<file path="src/brf_pkg.sv">
/*
 * Package for the banked core register file: widths, mode encodings,
 * physical register indices and status word field positions.
 * Assumes nothing of its surroundings.
 */
package brf_pkg;

    localparam int DATA_W      = 32;
    localparam int IDX_W       = 4;
    localparam int PHYS_GP_N   = 31;
    localparam int PHYS_W      = 5;
    localparam int SAVED_N     = 5;
    localparam int MODE_W      = 5;

    // Mode field codes of the status word
    typedef enum logic [4:0] {
        BRF_MODE_USER      = 5'h10,
        BRF_MODE_FAST      = 5'h11,
        BRF_MODE_NORMAL    = 5'h12,
        BRF_MODE_SUPER     = 5'h13,
        BRF_MODE_ABORT     = 5'h17,
        BRF_MODE_UNDEFINED = 5'h1B,
        BRF_MODE_SYSTEM    = 5'h1F
    } brf_mode_t;

    // Status word field positions
    localparam int SW_MODE_LSB = 0;
    localparam int SW_STATE_BIT = 5;
    localparam int SW_FAST_DIS_BIT = 6;
    localparam int SW_IRQ_DIS_BIT = 7;
    localparam logic [31:0] SW_RESET = 32'h000000D3;

    // Architectural indices of special registers
    localparam logic [3:0] IDX_FAST_LO = 4'h8;
    localparam logic [3:0] IDX_FAST_HI = 4'hC;
    localparam logic [3:0] IDX_SP      = 4'hD;
    localparam logic [3:0] IDX_LINK    = 4'hE;
    localparam logic [3:0] IDX_PC      = 4'hF;

    // Physical layout: 0..15 user set (15 = program counter)
    localparam logic [4:0] PHYS_FAST_BASE    = 5'h10;
    localparam logic [4:0] PHYS_FAST_SP      = 5'h15;
    localparam logic [4:0] PHYS_NORMAL_SP    = 5'h17;
    localparam logic [4:0] PHYS_SUPER_SP     = 5'h19;
    localparam logic [4:0] PHYS_ABORT_SP     = 5'h1B;
    localparam logic [4:0] PHYS_UNDEFINED_SP = 5'h1D;

    // Saved status word slots
    localparam logic [2:0] SAVED_FAST      = 3'h0;
    localparam logic [2:0] SAVED_NORMAL    = 3'h1;
    localparam logic [2:0] SAVED_SUPER     = 3'h2;
    localparam logic [2:0] SAVED_ABORT     = 3'h3;
    localparam logic [2:0] SAVED_UNDEFINED = 3'h4;
    localparam logic [2:0] SAVED_NONE      = 3'h7;

    // Instruction widths per execution state
    localparam int INSTR_W_FULL    = 32;
    localparam int INSTR_W_COMPACT = 16;

    // Pipeline stage codes
    typedef enum logic [1:0] {
        BRF_STG_FETCH   = 2'b00,
        BRF_STG_DECODE  = 2'b01,
        BRF_STG_EXECUTE = 2'b10
    } brf_stage_t;

    // Access sizes
    localparam logic [1:0] SIZE_BYTE = 2'h0;
    localparam logic [1:0] SIZE_HALF = 2'h1;
    localparam logic [1:0] SIZE_WORD = 2'h2;

endpackage

</file>
<file path="src/brf_map.sv">
/*
 * Index translator: maps an architectural register index and mode to
 * a physical register select, combinationally.
 * Assumes the mode input is one of the seven legal mode codes.
 */
`timescale 1ns/100ps
`default_nettype none

module brf_map (
    input  wire logic [3:0] idx_in,
    input  wire logic [4:0] mode_in,
    output logic      [4:0] phys_out
);

    logic [4:0] sp_base;

    // ------------------------------------------------------------
    // Banked stack pointer base per mode
    // ------------------------------------------------------------
    always_comb begin
        case (mode_in)
            brf_pkg::BRF_MODE_FAST:      sp_base = brf_pkg::PHYS_FAST_SP;
            brf_pkg::BRF_MODE_NORMAL:    sp_base = brf_pkg::PHYS_NORMAL_SP;
            brf_pkg::BRF_MODE_SUPER:     sp_base = brf_pkg::PHYS_SUPER_SP;
            brf_pkg::BRF_MODE_ABORT:     sp_base = brf_pkg::PHYS_ABORT_SP;
            brf_pkg::BRF_MODE_UNDEFINED: sp_base = brf_pkg::PHYS_UNDEFINED_SP;
            default:                     sp_base = {1'b0, brf_pkg::IDX_SP};
        endcase
    end

    // ------------------------------------------------------------
    // Index translation
    // ------------------------------------------------------------
    always_comb begin
        phys_out = {1'b0, idx_in};
        if (idx_in >= brf_pkg::IDX_FAST_LO && idx_in <= brf_pkg::IDX_FAST_HI) begin
            if (mode_in == brf_pkg::BRF_MODE_FAST) begin
                phys_out = brf_pkg::PHYS_FAST_BASE + 5'(idx_in - brf_pkg::IDX_FAST_LO);
            end
        end else if (idx_in == brf_pkg::IDX_SP || idx_in == brf_pkg::IDX_LINK) begin
            phys_out = sp_base + 5'(idx_in - brf_pkg::IDX_SP);
        end
    end

endmodule

`default_nettype wire

</file>
<file path="src/brf_core_regs.sv">
/*
 * Banked register file of the core: 31 general registers and 6 status
 * words, two read ports, decode and execute write ports, program counter
 * port, mode change and exception entry.
 * Assumes the decode and execute logic of the core on the same clock.
 */
// Overview of operation
// - Holds 31 general 32-bit registers and 6 status words.
// - Sixteen registers visible; physical choice follows current mode.
// - Index fifteen is the program counter in every mode.
// - A call writes its return address into index fourteen of current mode.
// - Indices zero to seven are one shared physical set.
// - Indices eight to fourteen are banked by mode.
// - Fast interrupt mode has private registers for indices eight to twelve.
// - Each exception mode has private indices thirteen and fourteen.
// - System mode uses the user registers, no banks.
// - One shared current status word; five saved words filled on entry.
// - Seven modes, all distinguished.
// - Instructions 32 bits in full state, 16 bits in compact state.
// - Byte, halfword, word accesses; words and halfwords naturally aligned.
// - Fetch, decode, execute in order.
// - Mode changes by software write, exception entry or exception return.
`timescale 1ns/100ps
`default_nettype none

module brf_core_regs #(
    parameter int DATA_W = brf_pkg::DATA_W
) (
    input  wire logic              ref_clk_in,
    input  wire logic              nrst_in,
    input  wire logic [3:0]        rd_a_idx_in,
    input  wire logic [3:0]        rd_b_idx_in,
    input  wire logic              dec_wr_en_in,
    input  wire logic [3:0]        dec_wr_idx_in,
    input  wire logic [DATA_W-1:0] dec_wr_data_in,
    input  wire logic              exe_wr_en_in,
    input  wire logic [3:0]        exe_wr_idx_in,
    input  wire logic [DATA_W-1:0] exe_wr_data_in,
    input  wire logic              call_en_in,
    input  wire logic [DATA_W-1:0] call_return_in,
    input  wire logic              pc_adv_in,
    input  wire logic              sw_wr_en_in,
    input  wire logic [DATA_W-1:0] sw_wr_data_in,
    input  wire logic              saved_wr_en_in,
    input  wire logic [DATA_W-1:0] saved_wr_data_in,
    input  wire logic              exc_take_in,
    input  wire logic [4:0]        exc_mode_in,
    input  wire logic [DATA_W-1:0] exc_vector_in,
    input  wire logic [DATA_W-1:0] exc_return_in,
    input  wire logic              exc_return_in_en_in,
    input  wire logic [DATA_W-1:0] acc_addr_in,
    input  wire logic [1:0]        acc_size_in,
    input  wire logic              acc_en_in,
    output logic      [DATA_W-1:0] rd_a_data_out,
    output logic      [DATA_W-1:0] rd_b_data_out,
    output logic      [DATA_W-1:0] pc_out,
    output logic      [DATA_W-1:0] current_status_word_out,
    output logic      [DATA_W-1:0] saved_status_word_out,
    output logic      [4:0]        mode_out,
    output logic                   compact_state_out,
    output logic                   misalign_out,
    output logic      [1:0]        stage_out
);

    if (DATA_W != 32) begin : g_width_check
        $error("brf_core_regs supports DATA_W of 32 only");
    end

    logic [DATA_W-1:0] gp_reg [brf_pkg::PHYS_GP_N];
    logic [DATA_W-1:0] saved_reg [brf_pkg::SAVED_N];
    logic [DATA_W-1:0] status_reg;
    logic [4:0]        mode_w;
    logic [4:0]        rd_a_phys;
    logic [4:0]        rd_b_phys;
    logic [4:0]        dec_phys;
    logic [4:0]        exe_phys;
    logic [4:0]        link_phys;
    logic [4:0]        exc_link_phys;
    logic [2:0]        saved_sel;
    logic [2:0]        exc_saved_sel;
    logic [1:0]        stage_reg;
    logic [DATA_W-1:0] pc_step;
    logic [DATA_W-1:0] exc_status;

    assign mode_w  = status_reg[brf_pkg::SW_MODE_LSB +: brf_pkg::MODE_W];
    assign pc_step = status_reg[brf_pkg::SW_STATE_BIT]
                   ? DATA_W'(brf_pkg::INSTR_W_COMPACT / 8)
                   : DATA_W'(brf_pkg::INSTR_W_FULL / 8);

    // ------------------------------------------------------------
    // Index translation per port
    // ------------------------------------------------------------
    brf_map u_map_a (.idx_in(rd_a_idx_in), .mode_in(mode_w), .phys_out(rd_a_phys));
    brf_map u_map_b (.idx_in(rd_b_idx_in), .mode_in(mode_w), .phys_out(rd_b_phys));
    brf_map u_map_d (.idx_in(dec_wr_idx_in), .mode_in(mode_w), .phys_out(dec_phys));
    brf_map u_map_e (.idx_in(exe_wr_idx_in), .mode_in(mode_w), .phys_out(exe_phys));
    brf_map u_map_l (.idx_in(brf_pkg::IDX_LINK), .mode_in(mode_w), .phys_out(link_phys));
    brf_map u_map_x (.idx_in(brf_pkg::IDX_LINK), .mode_in(exc_mode_in),
                     .phys_out(exc_link_phys));

    function automatic logic [2:0] saved_of(input logic [4:0] m);
        case (m)
            brf_pkg::BRF_MODE_FAST:      saved_of = brf_pkg::SAVED_FAST;
            brf_pkg::BRF_MODE_NORMAL:    saved_of = brf_pkg::SAVED_NORMAL;
            brf_pkg::BRF_MODE_SUPER:     saved_of = brf_pkg::SAVED_SUPER;
            brf_pkg::BRF_MODE_ABORT:     saved_of = brf_pkg::SAVED_ABORT;
            brf_pkg::BRF_MODE_UNDEFINED: saved_of = brf_pkg::SAVED_UNDEFINED;
            default:                     saved_of = brf_pkg::SAVED_NONE;
        endcase
    endfunction

    assign saved_sel     = saved_of(mode_w);
    assign exc_saved_sel = saved_of(exc_mode_in);

    // ------------------------------------------------------------
    // Status word taken on exception entry
    // ------------------------------------------------------------
    always_comb begin
        exc_status = status_reg;
        exc_status[brf_pkg::SW_MODE_LSB +: brf_pkg::MODE_W] = exc_mode_in;
        exc_status[brf_pkg::SW_STATE_BIT]    = 1'b0;
        exc_status[brf_pkg::SW_FAST_DIS_BIT] = 1'b1;
        exc_status[brf_pkg::SW_IRQ_DIS_BIT]  = 1'b1;
    end

    // ------------------------------------------------------------
    // General registers, program counter at index fifteen
    // ------------------------------------------------------------
    always_ff @(posedge ref_clk_in or negedge nrst_in) begin
        if (!nrst_in) begin
            for (int i = 0; i < brf_pkg::PHYS_GP_N; i++) begin
                gp_reg[i] <= '0;
            end
        end else begin
            if (pc_adv_in) begin
                gp_reg[brf_pkg::IDX_PC] <= gp_reg[brf_pkg::IDX_PC] + pc_step;
            end
            if (dec_wr_en_in) begin
                gp_reg[dec_phys] <= dec_wr_data_in;
            end
            if (call_en_in) begin
                gp_reg[link_phys] <= call_return_in;
            end
            if (exe_wr_en_in) begin
                gp_reg[exe_phys] <= exe_wr_data_in;
            end
            if (exc_take_in) begin
                gp_reg[exc_link_phys]    <= exc_return_in;
                gp_reg[brf_pkg::IDX_PC]  <= exc_vector_in;
            end
        end
    end

    // ------------------------------------------------------------
    // Current and saved status words
    // ------------------------------------------------------------
    always_ff @(posedge ref_clk_in or negedge nrst_in) begin
        if (!nrst_in) begin
            status_reg <= brf_pkg::SW_RESET;
        end else if (exc_take_in) begin
            status_reg <= exc_status;
        end else if (exc_return_in_en_in && saved_sel != brf_pkg::SAVED_NONE) begin
            status_reg <= saved_reg[saved_sel];
        end else if (sw_wr_en_in) begin
            status_reg <= sw_wr_data_in;
        end
    end

    always_ff @(posedge ref_clk_in or negedge nrst_in) begin
        if (!nrst_in) begin
            for (int i = 0; i < brf_pkg::SAVED_N; i++) begin
                saved_reg[i] <= '0;
            end
        end else if (exc_take_in && exc_saved_sel != brf_pkg::SAVED_NONE) begin
            saved_reg[exc_saved_sel] <= status_reg;
        end else if (saved_wr_en_in && saved_sel != brf_pkg::SAVED_NONE) begin
            saved_reg[saved_sel] <= saved_wr_data_in;
        end
    end

    // ------------------------------------------------------------
    // Pipeline stage tracker
    // ------------------------------------------------------------
    always_ff @(posedge ref_clk_in or negedge nrst_in) begin
        if (!nrst_in) begin
            stage_reg <= brf_pkg::BRF_STG_FETCH;
        end else begin
            case (stage_reg)
                brf_pkg::BRF_STG_FETCH:  stage_reg <= brf_pkg::BRF_STG_DECODE;
                brf_pkg::BRF_STG_DECODE: stage_reg <= brf_pkg::BRF_STG_EXECUTE;
                default:                 stage_reg <= brf_pkg::BRF_STG_FETCH;
            endcase
        end
    end

    // ------------------------------------------------------------
    // Registered outputs
    // ------------------------------------------------------------
    always_ff @(posedge ref_clk_in or negedge nrst_in) begin
        if (!nrst_in) begin
            rd_a_data_out           <= '0;
            rd_b_data_out           <= '0;
            pc_out                  <= '0;
            current_status_word_out <= brf_pkg::SW_RESET;
            saved_status_word_out   <= '0;
            mode_out                <= brf_pkg::SW_RESET[4:0];
            compact_state_out       <= 1'b0;
            misalign_out            <= 1'b0;
            stage_out               <= brf_pkg::BRF_STG_FETCH;
        end else begin
            rd_a_data_out           <= gp_reg[rd_a_phys];
            rd_b_data_out           <= gp_reg[rd_b_phys];
            pc_out                  <= gp_reg[brf_pkg::IDX_PC];
            current_status_word_out <= status_reg;
            saved_status_word_out   <= (saved_sel == brf_pkg::SAVED_NONE)
                                     ? '0 : saved_reg[saved_sel];
            mode_out                <= mode_w;
            compact_state_out       <= status_reg[brf_pkg::SW_STATE_BIT];
            misalign_out            <= acc_en_in &&
                ((acc_size_in == brf_pkg::SIZE_WORD && acc_addr_in[1:0] != 2'h0) ||
                 (acc_size_in == brf_pkg::SIZE_HALF && acc_addr_in[0]));
            stage_out               <= stage_reg;
        end
    end

endmodule

`default_nettype wire

</file>
<file path="config.mk">
export PLATFORM = sky130hd
export DESIGN_NAME = brf_core_regs
export DESIGN_NICKNAME = d
export VERILOG_FILES = /design/src/brf_pkg.sv /design/src/brf_map.sv /design/src/brf_core_regs.sv
export SDC_FILE = /design/constraint.sdc
export NUM_CORES = 2
export LEC_CHECK = 0
export BUFFER_PORTS_ARGS = -buffer_cell sky130_fd_sc_hd__buf_4
export CAP_MARGIN = 15
export CORE_MARGIN = 5
export CORE_UTILIZATION = 25
export DETAILED_ROUTE_END_ITERATION = 6
export PLACE_DENSITY = 0.48
export SLEW_MARGIN = 0
export SYNTH_ARGS = -nofsm -noshare
export SYNTH_HDL_FRONTEND = slang
export SYNTH_SLANG_ARGS = --single-unit
</file>
<file path="constraint.sdc">
create_clock -name ref_clk_in -period 6.5 [get_ports ref_clk_in]
set_clock_uncertainty 0.1 [all_clocks]
set_input_delay 1.3 -clock ref_clk_in [delete_from_list [all_inputs] [get_ports ref_clk_in]]
set_output_delay 1.3 -clock ref_clk_in [all_outputs]
set_load 0.01 [all_outputs]
</file>
==> qor.log <==
INFO  status         status=complete, but fails checks
INFO  status         failed_checks=DRC
INFO  cells_and_area area_added_between_synthesis_and_finish=17.34%
INFO  cells_and_area nNetsFinal=10879
INFO  logic_synthesis post_synthesis_net_count=11147
INFO  detailed_routing route.vias.total=94400
INFO  logic_synthesis synth_sequential_area_ratio=39.53%
INFO  global_routing largest_net_degree_at_the_start_of_global_routing=146
INFO  cts            clkLatencyLatePin=0.90ns
INFO  critical_path  timing.critical_path.buf_inv=2
INFO  logic_synthesis syn-cell-area=85430squm
INFO  sta            hold_viol_final=0
INFO  logic_synthesis synthCells=10828
INFO  critical_path  worstPathMaxFanout=64
INFO  critical_path  setup.worst_path.class=reg2reg
INFO  global_routing grt_first_pass_wirelength=741.8mm
INFO  power_and_ir_drop vdd_ir_drop_max=0.2096mV
INFO  global_routing gr-usage-all-layers=29.35%
INFO  placement      gp_routability_congestion=1.015
INFO  detailed_routing detailedRoute.firstPassIterationCount=7
INFO  global_routing grt_pass1_vias=86319
INFO  sta            fin_crit_sh=93.62%
INFO  global_routing met3_usage=11.71%
INFO  detailed_routing detail-route-antenna-nets=0
INFO  critical_path  timing.critical_path.cells=or3b_2 -> nor3b_2 -> nor2_1 -> buf_4 -> ha_1 -> inv_1 -> fa_1 -> a31oi_1 -> nand3_2 -> a31oi_1 -> nand2_4 -> nor2_1 -> a31oi_1
INFO  global_routing initial_antenna_violation_count=121
INFO  cts            cts.reportedPaths.clkPinSlew=0.07ns
INFO  critical_path  timing.critical_path.max_delay_family=simple AND/OR/NAND/NOR gates
INFO  worst_hold_path worstHoldPathType=in2async
INFO  floorplan      start_util=25.12%
INFO  global_routing grt_overflow=0
INFO  floorplan      die_w=594.6microns
INFO  cts            cts-htree-levels=4
INFO  cells_and_area layout-drive-gt1-share=12.61%
INFO  cts            cts_tree=built
INFO  critical_path  crit_arrival=6.70ns
INFO  critical_path  crit_path_max_incr_delay=0.85ns
INFO  logic_synthesis synth_cell_types=81
INFO  detailed_routing routedWlPerCell=35.66microns
INFO  sta            max_slew.worst_pin.slew=1.358ns
INFO  cts            clock_sink_count=1349
INFO  cts            root_buffer_cell=clkbuf_16
INFO  global_routing grt.met2_usage=40.45%
INFO  logic_synthesis synthesis.area_per_instance=7.890squm
INFO  sta            grt_setup_unrepaired=false
INFO  detailed_routing detailedRoute.firstIterationViolations=14900
INFO  cts            cts.repair_timing.setup_buffer_count=0
INFO  floorplan      die-area=353500squm
INFO  flow_run       max_cap_violations=0
INFO  floorplan      chipHeight=594.6microns
INFO  cells_and_area largest_register_ffs=992
INFO  cells_and_area layout.cell_area.non_filler=100200squm
INFO  global_routing globalRoute.busiestLayer=met2
INFO  sta            period_needed=6.085ns
INFO  cts            numCtsBuffers=178
INFO  detailed_routing via_per_inst=6.170
INFO  detailed_routing detailed_route_wl=545.5mm
INFO  critical_path  crit_path_frequent_cell=a31oi_1
INFO  critical_path  cp.required=7.11ns
INFO  floorplan      floorplan.io_pins=459
INFO  logic_synthesis yosys_warnings=0
INFO  sta            max_slew_margin=9.447%
INFO  placement      buffer_ports.inserted=428
INFO  sta            drv_slew=0
INFO  power_and_ir_drop pwr_density_cell=331.7nW/um^2
INFO  logic_synthesis yosys_register_bits=1349
INFO  placement      hpwl=355.9mm
INFO  logic_synthesis synth_top_area_cell=dfrtp_1
INFO  floorplan      rows=214
INFO  logic_synthesis synth.top_cells.by_area=dfrtp_1, nand2_1, mux2i_1
INFO  logic_synthesis synthDominantCellAreaShare=39.22%
INFO  cts            post_cts_resized=0
INFO  critical_path  worstSetupStartpointType=flop
INFO  sta            tns=0ns
INFO  detailed_routing remaining_drc_errors=7
INFO  critical_path  critical_path.endpoint_type=flop
INFO  logic_synthesis synth_async_sr_flop_share=100.0%
INFO  global_routing grt_util_met1=37.32%
INFO  cells_and_area layout_fillers=36380
INFO  logic_synthesis synth_ff_type=dfrtp_1
INFO  cts            cts_max_path_buffers=4
INFO  logic_synthesis synth-edff-count=0
INFO  cells_and_area post-route-util=29.48%
INFO  sta            timing.final.setup_violations=0
INFO  power_and_ir_drop total_leakage_power=41.61nW
INFO  critical_path  timing.critical_path.slowest_stage_cell=nand3_2
INFO  floorplan      core=340100squm
INFO  cts            cts-hold-fix-buffers=0
INFO  placement      placed_area=94120squm
INFO  sta            achievable-frequency=0.1643GHz
## kinds of logic after synthesis
| kind of cell | Yosys count | share of synthesized area (%) |
|---|---|---|
| simple gates | 4593 | 22.69 |
| fa+ha+maj | 29 | 0.4687 |
| xor+xnor | 40 | 0.4101 |
| flops | 1349 | 39.53 |
| compound gates | 2884 | 23.62 |
| mux | 625 | 7.399 |
| buf+inv | 1308 | 5.883 |
## placed cells by master (no fill, tap or decap), drive strengths merged, types with 98 or more instances in the layout
cell and instances:
nand2 2324, dfrtp 1339, nor2 1106, buf 806, a31oi 616, o21ai 609
mux2i 573, nand3 475, clkbuf 268, nor3 224, a32oi 192, a21oi 184
a211oi 165, a221o 133, o221ai 131, a22oi 130, a221oi 122, and3 106
nand4 105, o22ai 100, o211ai 98
## synth_stat cells (all sizes together) (160+ instances only)
master / instances
nand2: 2324
dfrtp: 1339
nor2: 1106
clkbuf: 1094
a31oi: 616
o21ai: 609
mux2i: 573
nand3: 475
nor3: 224
a32oi: 192
a21oi: 184
a211oi: 165
buf: 160
## area by class of cell
class	count	area [sq um]	share of cell area [%]
inverters	54	202.7	0.2022
diodes	66	165.2	0.1648
flip-flops and latches	1349	33770	33.69
repair buffers	806	6800	6.784
multi-input cells	8171	47680	47.57
clock inverters	49	598.1	0.5966
clock buffers	268	5349	5.336
well taps	4536	5675	5.662
## stage by stage
step	instances	hold WS (ns)	total power [W]	setup WS, ns
2_1_floorplan	10828	0.2548	0.01808	1.252
3_3_place_gp	14915	0.2775	0.02230	0.7545
3_5_place_dp	14915	0.2895	0.02241	0.7486
4_1_cts	15232	0.2058	0.03287	0.6980
5_1_grt	15262	0.2499	0.03446	0.3121
6_report	15299	0.2214	0.03325	0.4146
## path summary, 6_finish.rpt
| path | start | endpoint | slack, ns | cells past startpoint |
|---|---|---|---|---|
| max | status_reg[4]$_DFFE_PN1P_ | gp_reg[50]$_DFF_PN0_ | 0.41 | 13 |
| min | nrst_in | saved_status_word_out[28]$_DFF_PN0_ | 0.22 | 1 |
| max reg2reg | status_reg[4]$_DFFE_PN1P_ | gp_reg[50]$_DFF_PN0_ | 0.41 | 13 |
| min reg2reg | stage_reg[0]$_DFF_PN0_ | stage_out[0]$_DFF_PN0_ | 0.30 | 0 |
| max in group asynchronous | nrst_in | mode_out[0]$_DFF_PN1_ | 4.45 | 3 |
| min in group ref_clk_in | stage_reg[0]$_DFF_PN0_ | stage_out[0]$_DFF_PN0_ | 0.30 | 0 |
## layer usage
layer | part of all wire (%) | wire length [microns]
met1 | 39 | 210100
met2 | 40 | 217900
met3 | 13 | 73270
met4 | 8.0 | 43830
met5 | 0.088 | 482
## worst reg2reg max path: stages, from the launching register on
cell	delay (ns)
dfstp_2	0.69
or3b_2	0.59
nor3b_2	0.24
nor2_1	0.08
buf_4	0.22
ha_1	0.31
inv_1	0.04
fa_1	0.51
a31oi_1	0.33
nand3_2	0.85
a31oi_1	0.82
nand2_4	0.62
nor2_1	0.45
a31oi_1	0.07
## power breakdown
part / internal [W] / switching (W)
registers: 0.0108 / 0.00257
logic: 0.00376 / 0.00563
clock network: 0.00607 / 0.00441
total: 0.0206 / 0.0126
Note: power is estimated with default switching activity, not from simulation.
